**config.mk**
```make
export PLATFORM = sky130hd
export DESIGN_NAME = iwd_decoder
export DESIGN_NICKNAME = d
export VERILOG_FILES = /design/src/pkg/iwd_pkg.sv /design/src/iwd_decoder.sv /design/src/iwd_field_split.sv
export SDC_FILE = /design/constraint.sdc
export NUM_CORES = 1
export LEC_CHECK = 0
export BUFFER_PORTS_ARGS = -buffer_cell sky130_fd_sc_hd__buf_2
export CAP_MARGIN = 20
export CELL_PAD_IN_SITES_DETAIL_PLACEMENT = 2
export CELL_PAD_IN_SITES_GLOBAL_PLACEMENT = 2
export CORE_UTILIZATION = 26
export DETAILED_ROUTE_END_ITERATION = 6
export GPL_ROUTABILITY_DRIVEN = 1
export PLACE_DENSITY = 0.81
export SETUP_SLACK_MARGIN = 0.4
export SLEW_MARGIN = 20
export SYNTH_ARGS = -nofsm -noshare
export SYNTH_HDL_FRONTEND = slang
export SYNTH_SLANG_ARGS = --single-unit
export TNS_END_PERCENT = 20
```
**constraint.sdc**
```tcl
create_clock -name i_clk_sys -period 2.6 [get_ports i_clk_sys]
set_clock_uncertainty 0.15 [all_clocks]
set_input_delay 0.39 -clock i_clk_sys [delete_from_list [all_inputs] [get_ports i_clk_sys]]
set_output_delay 0.39 -clock i_clk_sys [all_outputs]
set_load 0.02 [all_outputs]
```
**src/pkg/iwd_pkg.sv**
```systemverilog
// constants, field layouts and types for the instruction word decoder
package iwd_pkg;

    // ----------------------------------------------------------------
    // word layout
    // ----------------------------------------------------------------
    localparam int WORD_W = 24;
    localparam int OPC_W = 8;
    localparam int OPC_MSB = 23;
    localparam int OPC_LSB = 16;
    localparam int DWORD_W = 48;
    localparam int REG_W = 4;
    localparam int AMODE_W = 3;
    localparam int LIT_W = 16;
    localparam int FADR_W = 13;
    localparam int PADR_W = 23;
    localparam int BIT_W = 4;
    localparam int TMODE_W = 2;
    localparam int CYC_W = 2;

    // operand field positions
    localparam int BASE_LSB = 15;
    localparam int AD_LSB = 11;
    localparam int DEST_LSB = 7;
    localparam int AS_LSB = 4;
    localparam int SEC_LSB = 0;
    localparam int BITNUM_LSB = 12;
    localparam int BITIND_POS = 11;
    localparam int FDEST_POS = 13;
    localparam int LITW_LSB = 4;
    localparam int TMODE_LSB = 14;
    localparam int MODSEL_POS = 15;

    // ----------------------------------------------------------------
    // opcodes (upper byte of the word)
    // ----------------------------------------------------------------
    localparam logic [7:0] OPC_NOP = 8'h00;
    localparam logic [7:0] OPC_CALL2W = 8'h02;
    localparam logic [7:0] OPC_GOTO2W = 8'h04;
    localparam logic [7:0] OPC_MOVD2W = 8'h08;
    localparam logic [7:0] OPC_CALLI = 8'h01;
    localparam logic [7:0] OPC_GOTOI = 8'h03;
    localparam logic [7:0] OPC_RETURN = 8'h06;
    localparam logic [7:0] OPC_INTRET = 8'h07;
    localparam logic [7:0] OPC_JUMP = 8'h37;
    localparam logic [7:0] OPC_JUMP_CALC = 8'h05;
    localparam logic [7:0] OPC_TBL_LO = 8'hBA;
    localparam logic [7:0] OPC_TBL_HI = 8'hBB;
    localparam logic [7:0] OPC_MOVLIT_LO = 8'h20;
    localparam logic [7:0] OPC_MOVLIT_HI = 8'h2F;
    localparam logic [7:0] OPC_CBR_LO = 8'h30;
    localparam logic [7:0] OPC_CBR_HI = 8'h36;
    localparam logic [7:0] OPC_REGOP_LO = 8'h40;
    localparam logic [7:0] OPC_REGOP_HI = 8'h7F;
    localparam logic [7:0] OPC_BIT_LO = 8'hA0;
    localparam logic [7:0] OPC_BIT_HI = 8'hAF;
    localparam logic [7:0] OPC_FREG_LO = 8'hB0;
    localparam logic [7:0] OPC_FREG_HI = 8'hB9;
    localparam logic [7:0] OPC_SHIFT_LO = 8'hD0;
    localparam logic [7:0] OPC_SHIFT_HI = 8'hDF;
    localparam logic [7:0] OPC_SKIP_LO = 8'hE0;
    localparam logic [7:0] OPC_SKIP_HI = 8'hE7;

    localparam logic [3:0] DEFAULT_ALIAS_REG = 4'h0;

    // cycle counts
    localparam logic [1:0] CYC_ONE = 2'h1;
    localparam logic [1:0] CYC_TWO = 2'h2;
    localparam logic [1:0] CYC_THREE = 2'h3;

    // ----------------------------------------------------------------
    // types
    // ----------------------------------------------------------------
    typedef enum logic [2:0] {
        IWD_CAT_NOP,
        IWD_CAT_REGOP,
        IWD_CAT_FREG,
        IWD_CAT_BIT,
        IWD_CAT_LITMOV,
        IWD_CAT_LITALU,
        IWD_CAT_CTRL
    } iwd_cat_t;

endpackage : iwd_pkg

```
**src/iwd_decoder.sv**
```systemverilog
// instruction word decoder with two-word gathering and cycle counting
`timescale 1ns/1ps
`default_nettype none

module iwd_decoder (
    input wire logic i_clk_sys,
    input wire logic i_rst,
    input wire logic i_word_valid,
    input wire logic [23:0] i_word,
    input wire logic i_cond_true,
    input wire logic i_pc_changed,
    input wire logic i_next_is_two_word,
    output logic o_two_word_flag,
    output logic o_dec_valid,
    output logic [47:0] o_instr_bits,
    output logic [7:0] o_opcode,
    output logic [2:0] o_category,
    output logic o_is_nop,
    output logic [3:0] o_base_source_register,
    output logic [3:0] o_second_source_register,
    output logic [3:0] o_destination_register,
    output logic o_dest_separate,
    output logic [2:0] o_src_amode,
    output logic [2:0] o_dst_amode,
    output logic [12:0] o_file_addr,
    output logic o_file_dest_alias,
    output logic [3:0] o_bit_pos,
    output logic o_bit_indirect,
    output logic [15:0] o_literal,
    output logic [22:0] o_prog_addr,
    output logic [1:0] o_table_mode,
    output logic [1:0] o_cycles
);
    // ----------------------------------------------------------------
    // helpers
    // ----------------------------------------------------------------
    function automatic logic in_range(input logic [7:0] v, input logic [7:0] lo, input logic [7:0] hi);
        in_range = (v >= lo) && (v <= hi);
    endfunction : in_range

    function automatic logic is_two_word(input logic [7:0] op);
        is_two_word = (op == iwd_pkg::OPC_CALL2W) || (op == iwd_pkg::OPC_GOTO2W)
            || (op == iwd_pkg::OPC_MOVD2W);
    endfunction : is_two_word

    function automatic logic is_long_single(input logic [7:0] op);
        is_long_single = (op == iwd_pkg::OPC_JUMP) || (op == iwd_pkg::OPC_JUMP_CALC)
            || (op == iwd_pkg::OPC_CALLI) || (op == iwd_pkg::OPC_GOTOI)
            || (op == iwd_pkg::OPC_RETURN) || (op == iwd_pkg::OPC_INTRET)
            || in_range(op, iwd_pkg::OPC_TBL_LO, iwd_pkg::OPC_TBL_HI);
    endfunction : is_long_single

    // ----------------------------------------------------------------
    // field split of the incoming word
    // ----------------------------------------------------------------
    logic [7:0] f_op;
    logic [3:0] f_base;
    logic [3:0] f_sec;
    logic [3:0] f_dest;
    logic [2:0] f_as;
    logic [2:0] f_ad;
    logic [3:0] f_bit;
    logic f_bind;
    logic [12:0] f_fadr;
    logic f_fdest;
    logic [15:0] f_lit;
    logic [1:0] f_tmode;
    logic f_upper_zero;

    iwd_field_split u_split (
        .i_word(i_word),
        .o_opcode(f_op),
        .o_base_source_register(f_base),
        .o_second_source_register(f_sec),
        .o_destination_register(f_dest),
        .o_src_amode(f_as),
        .o_dst_amode(f_ad),
        .o_bit_pos(f_bit),
        .o_bit_indirect(f_bind),
        .o_file_addr(f_fadr),
        .o_file_dest_is_file(f_fdest),
        .o_literal(f_lit),
        .o_table_mode(f_tmode),
        .o_upper_zero(f_upper_zero)
    );

    // ----------------------------------------------------------------
    // two-word gathering state
    // ----------------------------------------------------------------
    typedef enum logic [0:0] {IWD_ST_FIRST, IWD_ST_SECOND} iwd_state_t;
    iwd_state_t state_r;
    logic [23:0] first_word_r;

    logic first_two;
    assign first_two = (state_r == IWD_ST_FIRST) && i_word_valid && is_two_word(f_op);
    assign o_two_word_flag = first_two;

    always_ff @(posedge i_clk_sys) begin
        if (i_rst) begin
            state_r <= IWD_ST_FIRST;
        end else if (i_word_valid) begin
            case (state_r)
                IWD_ST_FIRST: state_r <= first_two ? IWD_ST_SECOND : IWD_ST_FIRST;
                IWD_ST_SECOND: state_r <= IWD_ST_FIRST;
                default: state_r <= IWD_ST_FIRST;
            endcase
        end
    end

    always_ff @(posedge i_clk_sys) begin
        if (i_rst) begin
            first_word_r <= 24'h000000;
        end else if (first_two) begin
            first_word_r <= i_word;
        end
    end

    // ----------------------------------------------------------------
    // combinational decode of the word being issued
    // ----------------------------------------------------------------
    logic issue;
    logic [7:0] opc;
    logic [2:0] cat_nxt;
    logic [1:0] cyc_nxt;
    logic dsep_nxt;
    logic [47:0] bits_nxt;

    assign issue = i_word_valid && !first_two;
    assign opc = (state_r == IWD_ST_SECOND) ? first_word_r[iwd_pkg::OPC_MSB:iwd_pkg::OPC_LSB] : f_op;
    assign bits_nxt = (state_r == IWD_ST_SECOND) ? {first_word_r, i_word} : {i_word, 24'h000000};

    always_comb begin
        cat_nxt = 3'(iwd_pkg::IWD_CAT_NOP);
        if (state_r == IWD_ST_SECOND || is_long_single(opc)) begin
            cat_nxt = 3'(iwd_pkg::IWD_CAT_CTRL);
        end else if (f_upper_zero) begin
            cat_nxt = 3'(iwd_pkg::IWD_CAT_NOP);
        end else if (in_range(opc, iwd_pkg::OPC_MOVLIT_LO, iwd_pkg::OPC_MOVLIT_HI)) begin
            cat_nxt = 3'(iwd_pkg::IWD_CAT_LITMOV);
        end else if (in_range(opc, iwd_pkg::OPC_CBR_LO, iwd_pkg::OPC_CBR_HI)) begin
            cat_nxt = 3'(iwd_pkg::IWD_CAT_CTRL);
        end else if (in_range(opc, iwd_pkg::OPC_REGOP_LO, iwd_pkg::OPC_REGOP_HI)
                     || in_range(opc, iwd_pkg::OPC_SHIFT_LO, iwd_pkg::OPC_SHIFT_HI)) begin
            cat_nxt = i_word[iwd_pkg::MODSEL_POS] ? 3'(iwd_pkg::IWD_CAT_LITALU)
                                                  : 3'(iwd_pkg::IWD_CAT_REGOP);
        end else if (in_range(opc, iwd_pkg::OPC_BIT_LO, iwd_pkg::OPC_BIT_HI)
                     || in_range(opc, iwd_pkg::OPC_SKIP_LO, iwd_pkg::OPC_SKIP_HI)) begin
            cat_nxt = 3'(iwd_pkg::IWD_CAT_BIT);
        end else if (in_range(opc, iwd_pkg::OPC_FREG_LO, iwd_pkg::OPC_FREG_HI)) begin
            cat_nxt = 3'(iwd_pkg::IWD_CAT_FREG);
        end else begin
            cat_nxt = 3'(iwd_pkg::IWD_CAT_NOP);
        end
    end

    // literal ALU: destination only separate when it differs from base
    assign dsep_nxt = (f_dest != f_base);

    always_comb begin
        cyc_nxt = iwd_pkg::CYC_ONE;
        if (state_r == IWD_ST_SECOND) begin
            cyc_nxt = iwd_pkg::CYC_TWO;
        end else if (f_upper_zero) begin
            cyc_nxt = iwd_pkg::CYC_ONE;
        end else if (in_range(opc, iwd_pkg::OPC_SKIP_LO, iwd_pkg::OPC_SKIP_HI) && i_cond_true) begin
            cyc_nxt = i_next_is_two_word ? iwd_pkg::CYC_THREE : iwd_pkg::CYC_TWO;
        end else if (is_long_single(opc)) begin
            cyc_nxt = (opc == iwd_pkg::OPC_JUMP || i_cond_true) ? iwd_pkg::CYC_TWO
                                                             : iwd_pkg::CYC_THREE;
        end else if (i_cond_true || i_pc_changed) begin
            cyc_nxt = iwd_pkg::CYC_TWO;
        end
    end

    // ----------------------------------------------------------------
    // registered decode outputs
    // ----------------------------------------------------------------
    always_ff @(posedge i_clk_sys) begin
        if (i_rst) begin
            o_dec_valid <= 1'b0;
        end else begin
            o_dec_valid <= issue;
        end
    end

    always_ff @(posedge i_clk_sys) begin
        if (i_rst) begin
            o_instr_bits <= 48'h000000000000;
            o_opcode <= 8'h00;
            o_category <= 3'h0;
            o_is_nop <= 1'b1;
            o_cycles <= iwd_pkg::CYC_ONE;
            o_dest_separate <= 1'b0;
        end else if (issue) begin
            o_instr_bits <= bits_nxt;
            o_opcode <= opc;
            o_category <= cat_nxt;
            o_is_nop <= (state_r == IWD_ST_FIRST) && f_upper_zero;
            o_cycles <= cyc_nxt;
            o_dest_separate <= dsep_nxt;
        end
    end

    always_ff @(posedge i_clk_sys) begin
        if (i_rst) begin
            o_base_source_register <= 4'h0;
            o_second_source_register <= 4'h0;
            o_destination_register <= 4'h0;
            o_src_amode <= 3'h0;
            o_dst_amode <= 3'h0;
        end else if (issue) begin
            o_base_source_register <= f_base;
            o_second_source_register <= f_sec;
            o_destination_register <= (cat_nxt == 3'(iwd_pkg::IWD_CAT_LITALU) && !dsep_nxt)
                                      ? f_base : f_dest;
            o_src_amode <= f_as;
            o_dst_amode <= f_ad;
        end
    end

    always_ff @(posedge i_clk_sys) begin
        if (i_rst) begin
            o_file_addr <= 13'h0000;
            o_file_dest_alias <= 1'b0;
            o_bit_pos <= 4'h0;
            o_bit_indirect <= 1'b0;
            o_literal <= 16'h0000;
            o_prog_addr <= 23'h000000;
            o_table_mode <= 2'h0;
        end else if (issue) begin
            o_file_addr <= f_fadr;
            o_file_dest_alias <= !f_fdest;
            o_bit_pos <= f_bind ? f_base : f_bit;
            o_bit_indirect <= f_bind;
            o_literal <= f_lit;
            o_prog_addr <= (state_r == IWD_ST_SECOND)
                           ? {i_word[6:0], first_word_r[15:0]}
                           : {7'h00, f_lit};
            o_table_mode <= f_tmode;
        end
    end
endmodule : iwd_decoder

`default_nettype wire

```
**src/iwd_field_split.sv**
```systemverilog
// operand field extractor for one instruction word
`timescale 1ns/1ps
`default_nettype none

module iwd_field_split (
    input wire logic [23:0] i_word,
    output logic [7:0] o_opcode,
    output logic [3:0] o_base_source_register,
    output logic [3:0] o_second_source_register,
    output logic [3:0] o_destination_register,
    output logic [2:0] o_src_amode,
    output logic [2:0] o_dst_amode,
    output logic [3:0] o_bit_pos,
    output logic o_bit_indirect,
    output logic [12:0] o_file_addr,
    output logic o_file_dest_is_file,
    output logic [15:0] o_literal,
    output logic [1:0] o_table_mode,
    output logic o_upper_zero
);
    assign o_opcode = i_word[iwd_pkg::OPC_MSB:iwd_pkg::OPC_LSB];
    assign o_base_source_register = i_word[iwd_pkg::BASE_LSB +: iwd_pkg::REG_W];
    assign o_second_source_register = i_word[iwd_pkg::SEC_LSB +: iwd_pkg::REG_W];
    assign o_destination_register = i_word[iwd_pkg::DEST_LSB +: iwd_pkg::REG_W];
    assign o_src_amode = i_word[iwd_pkg::AS_LSB +: iwd_pkg::AMODE_W];
    assign o_dst_amode = i_word[iwd_pkg::AD_LSB +: iwd_pkg::AMODE_W];
    assign o_bit_pos = i_word[iwd_pkg::BITNUM_LSB +: iwd_pkg::BIT_W];
    assign o_bit_indirect = i_word[iwd_pkg::BITIND_POS];
    assign o_file_addr = i_word[iwd_pkg::FADR_W-1:0];
    assign o_file_dest_is_file = i_word[iwd_pkg::FDEST_POS];
    assign o_literal = i_word[iwd_pkg::LITW_LSB +: iwd_pkg::LIT_W];
    assign o_table_mode = i_word[iwd_pkg::TMODE_LSB +: iwd_pkg::TMODE_W];
    assign o_upper_zero = (i_word[iwd_pkg::OPC_MSB:iwd_pkg::OPC_LSB] == iwd_pkg::OPC_NOP);
endmodule : iwd_field_split

`default_nettype wire

```
==> impl_metrics.py <==
metrics = {
    "synthesis": {
        "synth_cell_type_count": 52,
        "synth-seq-cells": 126,
        "synthFlopType": "dfxtp_1",
        "synth_edf_count": 0,
        "postSynthCellCount": 620,
        "ys_seq_area_share_pct": 46.3,
        "avgSynthCellArea_um2": 8.78,
        "synth_nets": 650,
        "syn_area_um2": 5450,
        "yosys_warnings": 0,
        "synthArstFlopShare_pct": 0,
    },
    "setup_path": {
        "critPathMostFrequentCell": "buf_6",
        "r2r-start": "first_word_r[23]",
        "rrSetupSlack_ns": 0.23,
        "cp_max_fo": 2,
        "crit_buf_inv": 2,
        "rr_endpoint": "o_cycles[0]",
        "rr_worst_depth": 6,
        "path_class": "input pin to output port",
        "cp_slowest_stage_delay_ns": 0.44,
        "crit_required_ns": 2.06,
        "cp.arrival_ns": 1.90,
        "crit_chain": "buf_6 -> or2_4 -> or4_4 -> or3b_4 -> nor2_4 -> buf_6",
        "critPathSlowestCell": "or3b_4",
        "cp-start-kind": "input pin",
        "critPathCaptureType": "output port",
        "path_delay_family": "simple AND/OR/NAND/NOR gates",
    },
    "grt": {
        "antenna_found_initial": 0,
        "grtUsageTotal_pct": 21.1,
        "grt_max_degree": 40,
        "grt_pass1_vias": 5574,
        "grt_pass1_wl_mm": 34.1,
        "overflow": 0,
    },
    "cts": {
        "cts_max_level": 4,
        "clock_sinks": 126,
        "cts_root_buffer": "clkbuf_16",
        "clk_path_buf_depth": 2,
        "clock_latency_ns": 0.44,
        "clkTransAtPathRegs_ns": 0.06,
        "cts_inserted_buffers": 17,
        "cts_tree": "done",
    },
    "floorplanning": {
        "fp.coreArea_um2": 20400,
        "fp.dieW_um": 147,
        "initial_utilization_pct": 26.7,
        "ios": 173,
        "die_y_um": 147,
        "die_area_um2": 21500,
        "rows": 52,
    },
    "timing": {
        "worstMarginPinSlew_ns": 0.669,
        "fin_crit_ns": 2.44,
        "slew_violations": 0,
        "setup_violations": 0,
        "worst_hold_slack_ns": 0.0939,
        "fin_crit_sh_pct": 93.8,
        "hold_violations": 0,
        "slew_headroom_pct": 55.0,
        "setup_ws_ns": 0.162,
        "fmax_mhz": 410,
        "rsz0062_at_grt": "yes",
    },
    "cells_and_area": {
        "fin_cells": 1064,
        "seq_area_um2": 2530,
        "layout_common_cells": "buf_2 (168), dfxtp_1 (125), nor2_1 (86)",
        "area_delta_synth_final_pct": 41.9,
        "design_area_um2": 7730,
        "final_common_cell": "buf_2",
        "diodes": 0,
        "multi_input_area_um2": 2610,
        "layout-drive-gt1-share_pct": 41.8,
        "post-route-util_pct": 38.0,
        "nFillCells": 2201,
        "layout.nets": 812,
    },
    "placed_design": {
        "dp_cells": 1006,
        "dp_hpwl_mm": 14.5,
        "pre_cts_ws_ns": -0.202,
        "gp_congestion": 0.777,
        "numPortBuffers": 172,
        "placedInstanceArea_um2": 6550,
    },
    "status": {
        "status": "finished clean",
    },
    "power": {
        "power.density_nw_per_um2": 679,
        "peakVddDrop_mv": 0.409,
        "p_leak_uw": 0.00338,
    },
    "drt": {
        "drtIter0Drc": 296,
        "vias": 5372,
        "routed_wl_mm": 24.5,
        "drtPass1Iterations": 5,
        "drcViolationCount": 0,
        "ant_nets": 0,
        "vias_per_cell": 5.05,
        "wl_per_cell_um": 23.0,
    },
    "job": {
        "drv_cap": 0,
    },
    "min_path": {
        "hold_start": "i_word[2]",
        "min_to": "o_second_source_register[2]",
        "hold_depth": 3,
        "hp-class": "input pin to flop",
    },
}
## what timing repair did
action / in CTS / in global routing
setup buffers: 9 / 10
pin swaps: 18 / 19
endpoints found under the hold margin: 0 / 0
hold buffers: 0 / 0
setup endpoints to repair: 123 / 124
gates resized for setup: 34 / 34
cloned: 5 / 3
## layer usage
| metal | wire [um] | up-vias | GRT usage (%) |
|---|---|---|---|
| met3 | 1140 | 45 | 4.44 |
| met5 | 0 | - | 0 |
| li1 | - | 2426 | - |
| met4 | 723 | 0 | 7.60 |
| met2 | 12800 | 171 | 37.9 |
| met1 | 9850 | 2730 | 24.7 |
## sequential cells by signal, indices dropped and copies added (netlist names), 4 cells and up
signal,flops
first_word_r,24
o_bit_pos,4
o_destination_register,4
o_file_addr,6
o_instr_bits,48
o_literal,4
o_prog_addr,16
## where the power goes
group	switching, uW	internal [uW]
combinational	515	305
sequential	63.7	2020
clock	901	1440
## how the worst max path moves through the flow
stage	end	from	cells past startpoint
finish	o_two_word_flag	i_word[23]	6
global route	o_instr_bits[33]	i_word[23]	11
CTS	o_two_word_flag	i_word[23]	6
detailed placement	first_word_r[12]	i_word[22]	8
global placement	first_word_r[4]	i_word[22]	8
floorplan	o_instr_bits[3]	i_word[22]	9
## cell families after synthesis
logic type                Yosys count  synth area share [%]
AOI/OAI and AO/OA                 131                  16.9
DFF                               126                  46.3
muxes                              34                  6.25
and+or+nand+nor                   228                  18.8
buffers and inverters              96                  10.9
xor gates and xnor gates            5                 0.804
## tightest hold or removal path, stage by stage
cell and delay [ns]:
buf_2 0.13, nand2_1 0.06, a21oi_1 0.05
## layout make-up
cell class,count,share of cell area [%]
Timing Repair Buffer,235,21.7
Tap cell,270,4.37
Inverter,4,0.194
Clock inverter,8,1.17
Multi-Input combinational cell,398,33.8
Sequential cell,126,32.7
Clock buffer,23,6.05
## Yosys cell counts (2+ instances only)
library cell	instances	area, um^2
buf_4	41	308
o31ai_1	3	22.5
nand4_1	5	31.3
nand2_1	67	251
o21ai_0	11	55.1
a222oi_1	5	50.1
nor2_1	89	334
xor2_1	5	43.8
a22oi_1	11	82.6
a21oi_1	35	175
nand3_1	9	45.0
and2_1	5	31.3
a211oi_2	2	25.0
a221o_1	2	20.0
clkbuf_1	24	90.1
nor2b_1	13	81.3
inv_1	4	15.0
nand2b_1	2	12.5
a211oi_1	41	308
nor3_1	23	115
buf_1	3	11.3
dfxtp_1	126	2520
buf_2	16	80.1
a21oi_2	9	78.8
mux2i_1	34	340
buf_6	8	90.1
nor3b_1	2	15.0
## stage by stage
stage               setup TNS [ns]  power [uW]
detailed placement          -12.84        2810
global placement             -3.49        2790
CTS                              0        5180
finish                           0        5250
global route                     0        5430
floorplan                        0        2560
Power figures use the tool's default switching activity.
